**config.mk**
```make
export PLATFORM = sky130hd
export DESIGN_NAME = cos_sync
export DESIGN_NICKNAME = d
export VERILOG_FILES = /design/src/rtl/cos_pad_unused.sv /design/src/rtl/cos_pkg.sv /design/src/rtl/cos_chan.sv /design/src/rtl/cos_sync.sv
export VERILOG_INCLUDE_DIRS = /design/src /design/src/rtl
export SDC_FILE = /design/constraint.sdc
export NUM_CORES = 2
export LEC_CHECK = 0
export BUFFER_PORTS_ARGS = -buffer_cell sky130_fd_sc_hd__buf_4
export CAP_MARGIN = 40
export CELL_PAD_IN_SITES_DETAIL_PLACEMENT = 1
export CELL_PAD_IN_SITES_GLOBAL_PLACEMENT = 1
export CORE_UTILIZATION = 28
export CTS_CLUSTER_DIAMETER = 120
export DETAILED_ROUTE_END_ITERATION = 8
export GPL_TIMING_DRIVEN = 1
export PLACE_DENSITY = 0.57
export SYNTH_ARGS = -nofsm -noshare
export SYNTH_HDL_FRONTEND = slang
export SYNTH_SLANG_ARGS = --single-unit
```
**constraint.sdc**
```tcl
create_clock -name clk_i -period 25.6 [get_ports clk_i]
set_input_delay 5.12 -clock clk_i [delete_from_list [all_inputs] [get_ports clk_i]]
set_output_delay 5.12 -clock clk_i [all_outputs]
set_load 0.02 [all_outputs]
```
**src/rtl/cos_defs.svh**
```systemverilog
// Notes on behaviour
// - Per-channel coupling membership set is held.
// - Independent turn-on delay per channel, any order.
// - No common offset: module offset plus delay.
// - Common offset elapses before channel delay counts.
// - Largest installed module offset is readable.
// - Larger common offset accepted without error.
// - Shorter common offset accepted, alignment not guaranteed.
// - Off event starts turn-off delays immediately.
// - Sync function only on lines four to seven.
// - At most one on line, one off line.
// - Sync lines active low, polarity setting ignored.
// - Initiator drives falling edge, all frames act.
// - Any switch request moves all coupled channels while sync is enabled; when disabled, requests are ignored but running delays still finish.
`ifndef COS_DEFS_SVH
`define COS_DEFS_SVH

`define COS_ADDR_W 8
`define COS_DLY_W 24
`define COS_NPIN 7

`define COS_REG_CTRL 8'h00
`define COS_REG_CHAN 8'h04
`define COS_REG_COFS 8'h08
`define COS_REG_MAXOFS 8'h0C
`define COS_REG_PINCFG 8'h10
`define COS_REG_STATUS 8'h14
`define COS_REG_GPIO 8'h18
`define COS_REG_ONDLY 8'h20
`define COS_REG_OFFDLY 8'h40

`define COS_CTRL_EN 0
`define COS_CTRL_ON 1
`define COS_CTRL_OFF 2
`define COS_PIN_ON_LSB 0
`define COS_PIN_OFF_LSB 4
`define COS_STAT_ERR 8
`define COS_STAT_DRV_ON 9
`define COS_STAT_DRV_OFF 10
`define COS_GPIO_POL_LSB 8
`define COS_GPIO_DIR_LSB 16
`define COS_SYNC_PIN_MIN 3'h4

`define COS_CLK_PERIOD_NS 10
`define COS_TICK_NS 1000
`define COS_TICK_CYC ((`COS_TICK_NS + `COS_CLK_PERIOD_NS - 1) / `COS_CLK_PERIOD_NS)
`define COS_SYNC_PULSE_NS 2000
`define COS_SYNC_PULSE_CYC ((`COS_SYNC_PULSE_NS + `COS_CLK_PERIOD_NS - 1) / `COS_CLK_PERIOD_NS)
`define COS_ECHO_GUARD_CYC 4
`define COS_LCNT_W 9

`endif

```
**src/rtl/cos_pad_unused.sv**
```systemverilog
`timescale 1ns/1ps
`default_nettype none
`default_nettype wire

```
**src/rtl/cos_pkg.sv**
```systemverilog
`include "cos_defs.svh"
package cos_pkg;
  typedef struct packed {
    logic [`COS_ADDR_W-1:0] addr;
    logic [31:0] wdata;
    logic we;
    logic re;
  } cos_bus_req_t;

  typedef struct packed {
    logic [`COS_DLY_W-1:0] on_dly;
    logic [`COS_DLY_W-1:0] off_dly;
  } cos_chan_cfg_t;

  typedef enum logic [1:0] {
    CS_IDLE,
    CS_OFS,
    CS_ON,
    CS_OFF
  } cos_chan_state_t;
endpackage : cos_pkg

```
**src/rtl/cos_chan.sv**
```systemverilog
`timescale 1ns/1ps
`default_nettype none
`include "cos_defs.svh"
module cos_chan (
  // Clock and reset
  input wire logic clk_i,
  input wire logic nrst_i,
  // Timing and events
  input wire logic tick_i,
  input wire logic coupled_i,
  input wire logic on_evt_i,
  input wire logic off_evt_i,
  // Settings, in ticks
  input wire logic [`COS_DLY_W-1:0] cofs_i,
  input wire logic [`COS_DLY_W-1:0] mofs_i,
  input wire cos_pkg::cos_chan_cfg_t cfg_i,
  // State
  output var logic on_o
);
  import cos_pkg::*;

  cos_chan_state_t state_r, state_nxt;
  logic [`COS_DLY_W:0] cnt_r, cnt_nxt;
  logic on_r, on_nxt;
  logic waiting;

  assign waiting = (state_r != CS_IDLE);

  always_comb begin
    state_nxt = state_r;
    cnt_nxt = cnt_r;
    on_nxt = on_r;
    if (coupled_i && off_evt_i) begin
      state_nxt = CS_OFF;
      cnt_nxt = {1'b0, cfg_i.off_dly};
    end else if (coupled_i && on_evt_i) begin
      if (cofs_i != '0) begin
        state_nxt = CS_OFS;
        cnt_nxt = {1'b0, cofs_i};
      end else begin
        state_nxt = CS_ON;
        cnt_nxt = {1'b0, mofs_i} + {1'b0, cfg_i.on_dly};
      end
    end else if (waiting) begin
      if (cnt_r == '0) begin
        case (state_r)
          CS_OFS: begin
            state_nxt = CS_ON;
            cnt_nxt = {1'b0, cfg_i.on_dly};
          end
          CS_ON: begin
            state_nxt = CS_IDLE;
            on_nxt = 1'b1;
          end
          CS_OFF: begin
            state_nxt = CS_IDLE;
            on_nxt = 1'b0;
          end
          default: state_nxt = CS_IDLE;
        endcase
      end else if (tick_i) begin
        cnt_nxt = cnt_r - 1'b1;
      end
    end
  end

  always_ff @(posedge clk_i) begin
    if (!nrst_i) begin
      state_r <= CS_IDLE;
      cnt_r <= '0;
      on_r <= 1'b0;
    end else begin
      state_r <= state_nxt;
      cnt_r <= cnt_nxt;
      on_r <= on_nxt;
    end
  end

  assign on_o = on_r;
endmodule : cos_chan
`default_nettype wire

```
**src/rtl/cos_sync.sv**
```systemverilog
`timescale 1ns/1ps
`default_nettype none
`include "cos_defs.svh"
module cos_sync #(
  parameter int N = 4
) (
  // Clock and reset
  input wire logic clk_i,
  input wire logic nrst_i,
  // Register port
  input wire cos_pkg::cos_bus_req_t bus_i,
  output logic [31:0] rdata_o,
  // Requests from other interfaces
  input wire logic req_on_i,
  input wire logic req_off_i,
  // Installed modules, offsets in ticks
  input wire logic [N-1:0] mod_present_i,
  input wire logic [N-1:0][`COS_DLY_W-1:0] mod_ofs_i,
  // Digital port, open-drain on sync lines
  input wire logic [`COS_NPIN-1:0] dig_in_i,
  output logic [`COS_NPIN-1:0] dig_out_o,
  output logic [`COS_NPIN-1:0] dig_oe_o,
  // Channel on state
  output logic [N-1:0] chan_on_o
);
  import cos_pkg::*;

  localparam logic [`COS_LCNT_W-1:0] LCNT_LOAD =
    `COS_LCNT_W'(`COS_SYNC_PULSE_CYC + `COS_ECHO_GUARD_CYC);
  localparam logic [`COS_LCNT_W-1:0] LCNT_GUARD =
    `COS_LCNT_W'(`COS_ECHO_GUARD_CYC);
  localparam logic [7:0] TICK_LAST = 8'(`COS_TICK_CYC - 1);

  function automatic logic pin_ok(input logic [2:0] sel);
    pin_ok = (sel == 3'h0) || (sel >= `COS_SYNC_PIN_MIN);
  endfunction : pin_ok

  function automatic logic [`COS_NPIN-1:0] dec_pin(input logic [2:0] sel);
    dec_pin = '0;
    for (int p = 0; p < `COS_NPIN; p++) begin
      dec_pin[p] = (sel == 3'(p + 1));
    end
  endfunction : dec_pin

  logic en_r, en_nxt;
  logic [N-1:0] mask_r, mask_nxt;
  logic [`COS_DLY_W-1:0] cofs_r, cofs_nxt;
  logic [`COS_DLY_W-1:0] maxofs_r, maxofs_nxt;
  logic [2:0] on_pin_r, on_pin_nxt, off_pin_r, off_pin_nxt;
  logic err_r, err_nxt;
  logic [`COS_NPIN-1:0] gp_data_r, gp_data_nxt, gp_pol_r, gp_pol_nxt;
  logic [`COS_NPIN-1:0] gp_dir_r, gp_dir_nxt;
  cos_chan_cfg_t cfg_r [N];
  cos_chan_cfg_t cfg_nxt [N];
  logic [31:0] rdata_r, rdata_nxt;
  logic [1:0][`COS_LCNT_W-1:0] lcnt_r, lcnt_nxt;
  logic [1:0] drive_r, drive_nxt;
  logic [`COS_NPIN-1:0] prev_in_r;
  logic [`COS_NPIN-1:0] out_r, out_nxt, oe_r, oe_nxt;
  logic [7:0] tcnt_r, tcnt_nxt;
  logic tick_r, tick_nxt;
  logic [1:0][`COS_NPIN-1:0] hot;
  logic [1:0] loc, fall, evt, start;
  logic [N-1:0] chan_on;
  logic wr_pin, pin_good;
  logic [2:0] w_on, w_off;

  assign w_on = bus_i.wdata[`COS_PIN_ON_LSB +: 3];
  assign w_off = bus_i.wdata[`COS_PIN_OFF_LSB +: 3];
  assign wr_pin = bus_i.we && (bus_i.addr == `COS_REG_PINCFG);
  assign pin_good = pin_ok(w_on) && pin_ok(w_off) &&
    ((w_on != w_off) || (w_on == 3'h0));

  // Configuration registers
  always_comb begin
    en_nxt = en_r;
    mask_nxt = mask_r;
    cofs_nxt = cofs_r;
    on_pin_nxt = on_pin_r;
    off_pin_nxt = off_pin_r;
    gp_data_nxt = gp_data_r;
    gp_pol_nxt = gp_pol_r;
    gp_dir_nxt = gp_dir_r;
    err_nxt = err_r;
    for (int i = 0; i < N; i++) begin
      cfg_nxt[i] = cfg_r[i];
    end
    if (bus_i.we) begin
      case (bus_i.addr)
        `COS_REG_CTRL: en_nxt = bus_i.wdata[`COS_CTRL_EN];
        `COS_REG_CHAN: mask_nxt = bus_i.wdata[N-1:0];
        // Any value kept, larger or smaller than the worst module
        `COS_REG_COFS: cofs_nxt = bus_i.wdata[`COS_DLY_W-1:0];
        `COS_REG_PINCFG: begin
          if (pin_good) begin
            on_pin_nxt = w_on;
            off_pin_nxt = w_off;
          end
        end
        `COS_REG_STATUS: begin
          if (bus_i.wdata[`COS_STAT_ERR]) begin
            err_nxt = 1'b0;
          end
        end
        `COS_REG_GPIO: begin
          gp_data_nxt = bus_i.wdata[`COS_NPIN-1:0];
          gp_pol_nxt = bus_i.wdata[`COS_GPIO_POL_LSB +: `COS_NPIN];
          gp_dir_nxt = bus_i.wdata[`COS_GPIO_DIR_LSB +: `COS_NPIN];
        end
        default: begin
          for (int i = 0; i < N; i++) begin
            if (bus_i.addr == `COS_REG_ONDLY + 8'(4 * i)) begin
              cfg_nxt[i].on_dly = bus_i.wdata[`COS_DLY_W-1:0];
            end
            if (bus_i.addr == `COS_REG_OFFDLY + 8'(4 * i)) begin
              cfg_nxt[i].off_dly = bus_i.wdata[`COS_DLY_W-1:0];
            end
          end
        end
      endcase
    end
    // Refusal flag: a new refusal beats a same-cycle clear
    if (wr_pin && !pin_good) begin
      err_nxt = 1'b1;
    end
  end

  always_ff @(posedge clk_i) begin
    if (!nrst_i) begin
      en_r <= 1'b0;
      mask_r <= '0;
      cofs_r <= '0;
      on_pin_r <= 3'h0;
      off_pin_r <= 3'h0;
      gp_data_r <= '0;
      gp_pol_r <= '0;
      gp_dir_r <= '0;
      err_r <= 1'b0;
      for (int i = 0; i < N; i++) begin
        cfg_r[i] <= '0;
      end
    end else begin
      en_r <= en_nxt;
      mask_r <= mask_nxt;
      cofs_r <= cofs_nxt;
      on_pin_r <= on_pin_nxt;
      off_pin_r <= off_pin_nxt;
      gp_data_r <= gp_data_nxt;
      gp_pol_r <= gp_pol_nxt;
      gp_dir_r <= gp_dir_nxt;
      err_r <= err_nxt;
      for (int i = 0; i < N; i++) begin
        cfg_r[i] <= cfg_nxt[i];
      end
    end
  end

  // Sync lines: index 0 is on, index 1 is off
  assign loc[0] = req_on_i || (bus_i.we && bus_i.addr == `COS_REG_CTRL &&
    bus_i.wdata[`COS_CTRL_ON]);
  assign loc[1] = req_off_i || (bus_i.we && bus_i.addr == `COS_REG_CTRL &&
    bus_i.wdata[`COS_CTRL_OFF]);
  assign hot[0] = dec_pin(on_pin_r);
  assign hot[1] = dec_pin(off_pin_r);

  // Line active low whatever the polarity setting says
  always_comb begin
    for (int k = 0; k < 2; k++) begin
      fall[k] = |(hot[k] & prev_in_r & ~dig_in_i);
      // Own edge lands inside the drive window and is masked
      evt[k] = en_r && (loc[k] || (fall[k] && lcnt_r[k] == '0));
      start[k] = en_r && loc[k] && (|hot[k]) && (lcnt_r[k] == '0);
      if (start[k]) begin
        lcnt_nxt[k] = LCNT_LOAD;
      end else if (lcnt_r[k] != '0) begin
        lcnt_nxt[k] = lcnt_r[k] - 1'b1;
      end else begin
        lcnt_nxt[k] = '0;
      end
      drive_nxt[k] = (lcnt_nxt[k] > LCNT_GUARD);
    end
    for (int p = 0; p < `COS_NPIN; p++) begin
      if (hot[0][p]) begin
        out_nxt[p] = 1'b0;
        oe_nxt[p] = drive_nxt[0];
      end else if (hot[1][p]) begin
        out_nxt[p] = 1'b0;
        oe_nxt[p] = drive_nxt[1];
      end else begin
        out_nxt[p] = gp_data_r[p] ^ gp_pol_r[p];
        oe_nxt[p] = gp_dir_r[p];
      end
    end
  end

  // Tick divider, worst module offset and read port
  always_comb begin
    tick_nxt = (tcnt_r == TICK_LAST);
    tcnt_nxt = tick_nxt ? 8'h00 : tcnt_r + 8'h01;
    maxofs_nxt = '0;
    for (int i = 0; i < N; i++) begin
      if (mod_present_i[i] && mod_ofs_i[i] > maxofs_nxt) begin
        maxofs_nxt = mod_ofs_i[i];
      end
    end
    rdata_nxt = 32'h0000_0000;
    if (bus_i.re) begin
      case (bus_i.addr)
        `COS_REG_CTRL: rdata_nxt[`COS_CTRL_EN] = en_r;
        `COS_REG_CHAN: rdata_nxt[N-1:0] = mask_r;
        `COS_REG_COFS: rdata_nxt[`COS_DLY_W-1:0] = cofs_r;
        `COS_REG_MAXOFS: rdata_nxt[`COS_DLY_W-1:0] = maxofs_r;
        `COS_REG_PINCFG: begin
          rdata_nxt[`COS_PIN_ON_LSB +: 3] = on_pin_r;
          rdata_nxt[`COS_PIN_OFF_LSB +: 3] = off_pin_r;
        end
        `COS_REG_STATUS: begin
          rdata_nxt[N-1:0] = chan_on;
          rdata_nxt[`COS_STAT_ERR] = err_r;
          rdata_nxt[`COS_STAT_DRV_ON] = drive_r[0];
          rdata_nxt[`COS_STAT_DRV_OFF] = drive_r[1];
        end
        `COS_REG_GPIO: begin
          rdata_nxt[`COS_NPIN-1:0] = gp_data_r;
          rdata_nxt[`COS_GPIO_POL_LSB +: `COS_NPIN] = gp_pol_r;
          rdata_nxt[`COS_GPIO_DIR_LSB +: `COS_NPIN] = gp_dir_r;
        end
        default: begin
          for (int i = 0; i < N; i++) begin
            if (bus_i.addr == `COS_REG_ONDLY + 8'(4 * i)) begin
              rdata_nxt[`COS_DLY_W-1:0] = cfg_r[i].on_dly;
            end
            if (bus_i.addr == `COS_REG_OFFDLY + 8'(4 * i)) begin
              rdata_nxt[`COS_DLY_W-1:0] = cfg_r[i].off_dly;
            end
          end
        end
      endcase
    end
  end

  always_ff @(posedge clk_i) begin
    if (!nrst_i) begin
      lcnt_r <= '0;
      drive_r <= 2'h0;
      prev_in_r <= '1;
      out_r <= '0;
      oe_r <= '0;
      tcnt_r <= 8'h00;
      tick_r <= 1'b0;
      maxofs_r <= '0;
      rdata_r <= 32'h0000_0000;
    end else begin
      lcnt_r <= lcnt_nxt;
      drive_r <= drive_nxt;
      prev_in_r <= dig_in_i;
      out_r <= out_nxt;
      oe_r <= oe_nxt;
      tcnt_r <= tcnt_nxt;
      tick_r <= tick_nxt;
      maxofs_r <= maxofs_nxt;
      rdata_r <= rdata_nxt;
    end
  end

  genvar g;
  generate
    for (g = 0; g < N; g++) begin : g_chan
      cos_chan u_chan (
        .clk_i(clk_i),
        .nrst_i(nrst_i),
        .tick_i(tick_r),
        .coupled_i(mask_r[g]),
        .on_evt_i(evt[0]),
        .off_evt_i(evt[1]),
        .cofs_i(cofs_r),
        .mofs_i(mod_ofs_i[g]),
        .cfg_i(cfg_r[g]),
        .on_o(chan_on[g])
      );
    end
  endgenerate

  assign chan_on_o = chan_on;
  assign dig_out_o = out_r;
  assign dig_oe_o = oe_r;
  assign rdata_o = rdata_r;
endmodule : cos_sync
`default_nettype wire

```
# Word-level counts from Yosys, hierarchy flattened
# Memory sizes are Yosys's and may differ from the RTL's.
# Cells that the tools add are included.
# totals
mem_bits_rw,192
latchBits,0
regBits,275
mem_bits_ro,0
n_memories,1
input_bits,153
# op_classes
mul,0
muxes,113
magnitude_cmp,8
bitwise_logic,25
eq_ne,50
n_div,0
add_sub_neg,11
n_reduce_logical,125
n_shift,0
# memory_table
memory,depth,word_bits,rd,rd_ports_with_merged_regs,wr,line,rtl
cfg_r,4,48,4,0,4,cos_sync.sv:53,cos_chan_cfg_t cfg_r [N];
# ops
op,n
2-to-1 mux 25 bit,24
2-to-1 mux 24 bit,24
2-to-1 mux 192 bit,2
2-to-1 mux 48 bit,4
adder 24 x 24 -> 25 bit,4
zero test 25 bit,4
subtractor 25 x 1 -> 25 bit (second input constant),4
greater-than comparator 24 bit,3
2-to-1 mux 2 bit,21
equality test 8 x 7 -> 1 bit (second input constant),5
2-to-1 mux 9 bit,4
nonzero test 3 bit,12
equality test 8 x 6 -> 1 bit (second input constant),4
one-hot mux 3 bit (5 select lines),2
AND reduction 3 bit,10
nonzero test 2 bit,15
logical AND 1 bit,29
AND 7 bit,4
one-hot mux 7 bit (4 select lines),1
OR reduction 7 bit,4
OR reduction 3 bit,9
equality test 3 bit (second input constant),8
equality test 8 x 5 -> 1 bit (second input constant),3
greater-than comparator 24 x 1 -> 1 bit (second input constant),1
38 further kinds,131

# Depth between registers and ports, before layout
# depth
ltp_word,12
mapped_depth,38

# Cells and area by module
# A second synthesis with hierarchy kept.
# hier_totals
cells_unflattened,4278
hier_area_um2,31815.5
# modules_own_cells
mod,area_each_um2,cells_per_inst,seq_area_each_um2,instances
cos_sync,17017.6,2186,6946.7,1
cos_chan at g_chan[0].u_chan ...,3676.0,523,560.5,3
cos_chan at g_chan[3].u_chan,3769.9,523,560.5,1

# Least setup slack after synthesis
# OpenSTA, ideal clock, no wires.
# synth_timing
kind,input port to flip-flop
startpoint,in mod_present_i[0]
endpoint,reg maxofs_r[0]
slack_ns,13.461
n_path_buf,5
stages,37
required_time_ns,25.508
arrival_ns,12.047
path_cell_list,clkbuf_1 > o21a_1 > clkbuf_1 > nand2_1 > ha_1 > nand2_1 > nor4_1 > o311ai_0 > and4_1 > nor2_1 > clkbuf_1 > nand2_1 > o21ai_0 > inv_1 > ha_1 > a21oi_1 > nor2b_1 > o21ai_0 > nand2_1 > a41oi_1 > a21boi_0 > a311oi_1 > clkbuf_1 > nor3_1 > or2_2 > ha_1 > a21o_1 > a21o_1 > a21oi_1 > o21ai_0 > a21o_1 > a21oi_1 > nor3_1 > o41a_1 > nand2b_1 > clkbuf_1 > o32ai_1
# synth_between
elab_chain_len,11
# synth_rtl
element,line,rtl
start: declaration,cos_sync.sv:17,"input wire logic [N-1:0] mod_present_i,"
logical AND 1 bit *,cos_sync.sv:202,if (mod_present_i[i] && mod_ofs_i[i] > maxofs_nxt) begin
2-to-1 mux 24 bit *,cos_sync.sv:202,
greater-than comparator 24 bit,cos_sync.sv:202,
logical AND 1 bit,cos_sync.sv:202,
2-to-1 mux 24 bit *,cos_sync.sv:202,
greater-than comparator 24 bit,cos_sync.sv:202,
logical AND 1 bit,cos_sync.sv:202,
2-to-1 mux 24 bit *,cos_sync.sv:202,
greater-than comparator 24 bit,cos_sync.sv:202,
logical AND 1 bit,cos_sync.sv:202,
2-to-1 mux 24 bit *,cos_sync.sv:202,
end signal: assignment,cos_sync.sv:261,maxofs_r <= maxofs_nxt;
end: declaration,cos_sync.sv:48,"logic [`COS_DLY_W-1:0] maxofs_r, maxofs_nxt;"
# Every way passes the cells marked *; elsewhere a longest branch is shown, timed or not.
# A chain may end at the register's enable or synchronous reset.

# Final worst setup path
# layout_timing
startpoint,in mod_ofs_i[1] (netlist bit)
endpoint,reg maxofs_r[17]
# layout_between
elab_chain_len,12
# layout_rtl
element,line,rtl
start: declaration,cos_sync.sv:18,"input wire logic [N-1:0][`COS_DLY_W-1:0] mod_ofs_i,"
greater-than comparator 24 x 1 -> 1 bit,cos_sync.sv:202,
logical AND 1 bit,cos_sync.sv:202,
2-to-1 mux 24 bit *,cos_sync.sv:202,
greater-than comparator 24 bit,cos_sync.sv:202,
logical AND 1 bit,cos_sync.sv:202,
2-to-1 mux 24 bit *,cos_sync.sv:202,
greater-than comparator 24 bit,cos_sync.sv:202,
logical AND 1 bit,cos_sync.sv:202,
2-to-1 mux 24 bit *,cos_sync.sv:202,
greater-than comparator 24 bit,cos_sync.sv:202,
logical AND 1 bit,cos_sync.sv:202,
2-to-1 mux 24 bit *,cos_sync.sv:202,
# Marked as above.

==> summary.txt <==
Clock network
  – Clock buffer depth: 3
  – Post-CTS setup buffers: 0
  – CTS H-tree depth: 2
  – CTS Root Cell: clkbuf_16
  – CTS tree: yes
  – Num Clock Sinks: 459
  – Clock transition at path regs: 50 ps
  – Worst-Skew Late Latency: 670 ps
  – Hold-fix buffers, CTS: 0
  – # resized after CTS: 0
  – Clock buffer count from CTS: 60

Power
  – Psw: 0.000586 W
  – Sequential share of power: 0.386
  – Internal: 0.00138 W
  – P_leak: 13.2 nW
  – Worst vdd ir: 0.0510 mV
  – Design Power: 0.00196 W
  – Net Sw Frac: 0.298
  – Logic pwr share: 0.153
  – P per Cell Area: 56.1 nW/um^2
  – Clock share of power: 0.461

Synthesis
  – Synth Flop Type: dfxtp_1
  – Most frequent cell after synthesis: nand2_1
  – Yosys warns: 0
  – Mapped cell area: 29900 um^2
  – Post-Syn Instances: 4103
  – Number of synthesized flops with an enable pin: 0
  – Post-synth ARST share: 0
  – Top post-synthesis cells by area: dfxtp_1 (31%), nand2_1 (9.8%), a21oi_1 (8.9%)
  – Simple-Gate Fraction of Synth Area: 0.236
  – Post-synthesis register bit count: 459
  – Synth Area in Compound Gates: 0.280
  – Area fraction of the dominant cell type after synthesis: 0.308
  – Leading area contributor after synthesis: dfxtp_1
  – Mux contribution to synthesized area: 0.00750
  – XOR/XNOR Fraction of Synth Area: 0.0419
  – Adder-cell share of the synthesized area: 0.0773
  – Most instantiated cells after synthesis: nand2_1 (776), a21oi_1 (529), dfxtp_1 (459), nor2_1 (280), clkbuf_1 (252)
  – Largest family of logic cells by synthesized area: compound AO/OA/AOI/OAI gates
  – Mean Syn Cell Area: 7.28 um^2
  – Synth cell types: 82
  – Sequential-to-total area share from yosys stat: 0.308

Routing
  – 1st-iter DRT viols: 3687
  – Final WL: 170 mm
  – Vias per Instance: 5.93
  – DRT antenna net count: 0
  – Post-DR wirelength/cell: 30.2 um
  – 1st-pass router iterations: 7
  – Vias post-DR: 33500
  – Remaining DRCs: 26

Timing
  – Final Cycle Share: 0.532
  – Worst rel slew slack: 0.306
  – Setup Viol. Count Final: 0
  – Slew Viols, Final: 0
  – Achievable Freq: 73.4 MHz
  – Final WS setup: 11970 ps
  – Setup TNS: 0 ps
  – RSZ-0062 raised after global routing: no
  – Setup Skew: 33.3 ps
  – Crit path time final: 13630 ps
  – Worst Max-Slew Pin Slew: 1040 ps
  – Hold Fails Final Rpt: 0

Layout
  – Share of cells above drive strength 1: 0.112
  – Finished Core Util: 0.332
  – Non-Filler Instances: 5637
  – Area growth, synth to finish: 17.3%
  – Nets: 4529

Floorplanning
  – Die ar.: 108000 um^2
  – Row count: 119
  – CORE AREA: 106000 um^2
  – Starting Density: 0.283
  – Die H: 329 um
  – Die Width: 329 um
  – Top Ports: 203

Placed design
  – Placed Cells: 5520
  – GPL Wtd Cong: 0.960
  – DP Worst Slack: 11420 ps
  – IO Port Bufs: 186
  – Dpl hpwl: 125 mm

Min path
  – Hold crit path type: flip-flop to flip-flop

Outcome
  – Failing checks: design-rule violations
  – Result of the run: complete, but fails checks

GRT
  – Global route overflow: 0
  – GRT Total Usage: 0.308
  – Largest net degree at the start of global routing: 113
  – First-pass GRT wire length: 240 mm
  – Initial antenna violation count: 14
  – Vias in the first global route: 32100

Worst setup path
  – Critical path's largest stage delay: 650 ps
  – Worst setup SP type: primary input
  – Critical path fanouts, max: 32
  – Worst setup EP type: flip-flop
  – Type of the worst setup path: primary input to flip-flop
  – Worst Path Required: 26090 ps
  – Reg2Reg Setup Slack: 21010 ps
  – Slowest stage cell, crit path: nor4_1
  – CP arrival: 14120 ps

Flow run
  – Max-cap violations: 0
## layout by cell type (no fill, tap or decap), types with 18 or more instances in the layout
cell type  instances
nor3_1           136
clkbuf_16         61
nand2_1          776
xnor2_1           96
nand2b_1          28
o211ai_1          48
and3_1            21
nor2_1           269
o32ai_1           26
nor4_1            42
or2_2             40
o21ai_0          227
a21oi_1          529
a31oi_1           57
a311oi_1          18
o22ai_1           31
inv_1            104
nand3_1           88
a211oi_1          86
o21a_1            23
nand4_1           25
or3_1             21
a221oi_1          29
a22oi_1           88
nor2b_1           21
dfxtp_1          459
or4_1             22
buf_4            276
xor2_1            47
ha_1             178
mux2i_1           19
a21o_1            47
## flip-flops by register name (all words and copies together) (netlist names), 7 cells and up
signal                 count
prev_in_r                  7
gp_pol_r                   7
g_chan.u_chan.state_r      8
dig_oe_o                   7
dig_out_o                  7
g_chan.u_chan.cnt_r      100
cfg_r                    192
rdata_o                   24
maxofs_r                  24
cofs_r                    24
gp_data_r                  7
tcnt_r                     8
lcnt_r                    18
gp_dir_r                   7
## power groups by stage
stage / clock network, W / logic [W] / registers (W)
finish: 0.000906 / 0.000300 / 0.000757
global route: 0.000945 / 0.000326 / 0.000758
CTS: 0.000918 / 0.000297 / 0.000756
detailed placement: 0 / 0.000294 / 0.000771
global placement: 0 / 0.000287 / 0.000771
floorplan: 0 / 0.000176 / 0.000759
## cell type report
cell class	instances	area (um^2)
inverter	105	402
fill	12900	70500
sequential	459	9190
antenna	6	15.0
tap	1391	1740
clock buffer	85	1750
clock inverter	23	294
timing repair buffer	296	2330
multi-input combinational	3272	19300
## metal layers
| metal | track usage | routed length [um] |
|---|---|---|
| met1 | 0.435 | 76700 |
| met2 | 0.450 | 70300 |
| met3 | 0.0503 | 14500 |
| met4 | 0.147 | 8660 |
| met5 | 0 | 54 |
## path summary, 6_finish.rpt
check / startpoint / endpoint / cells past startpoint
setup reg to reg: cfg_r[0][25] / g_chan[0].u_chan.cnt_r[23] / 11
setup / recovery: mod_ofs_i[1] / maxofs_r[17] / 39
hold reg to reg: lcnt_r[9] / lcnt_r[9] / 1
hold / removal: lcnt_r[9] / lcnt_r[9] / 1
## stage by stage
stage	hold slack, ps	cell area (um^2)
after floorplan	426	29900
after global placement	445	32600
after detailed placement	452	32900
after CTS	463	35000
after global routing	481	35000
final	461	35000
## critical path: cells and delay by family
family | cells | cell delay (ps)
compound gates | 16 | 3500
fa+ha+maj | 3 | 930
buf+inv | 6 | 1580
simple gates | 14 | 2960
## cell families after synthesis
kind of cell	after synthesis
adders and majority gates	182
xor gates and xnor gates	143
AOI/OAI and AO/OA	1344
muxes	21
and+or+nand+nor	1574
DFF	459
buffers and inverters	379
other	1
Power figures use the tool's default switching activity.
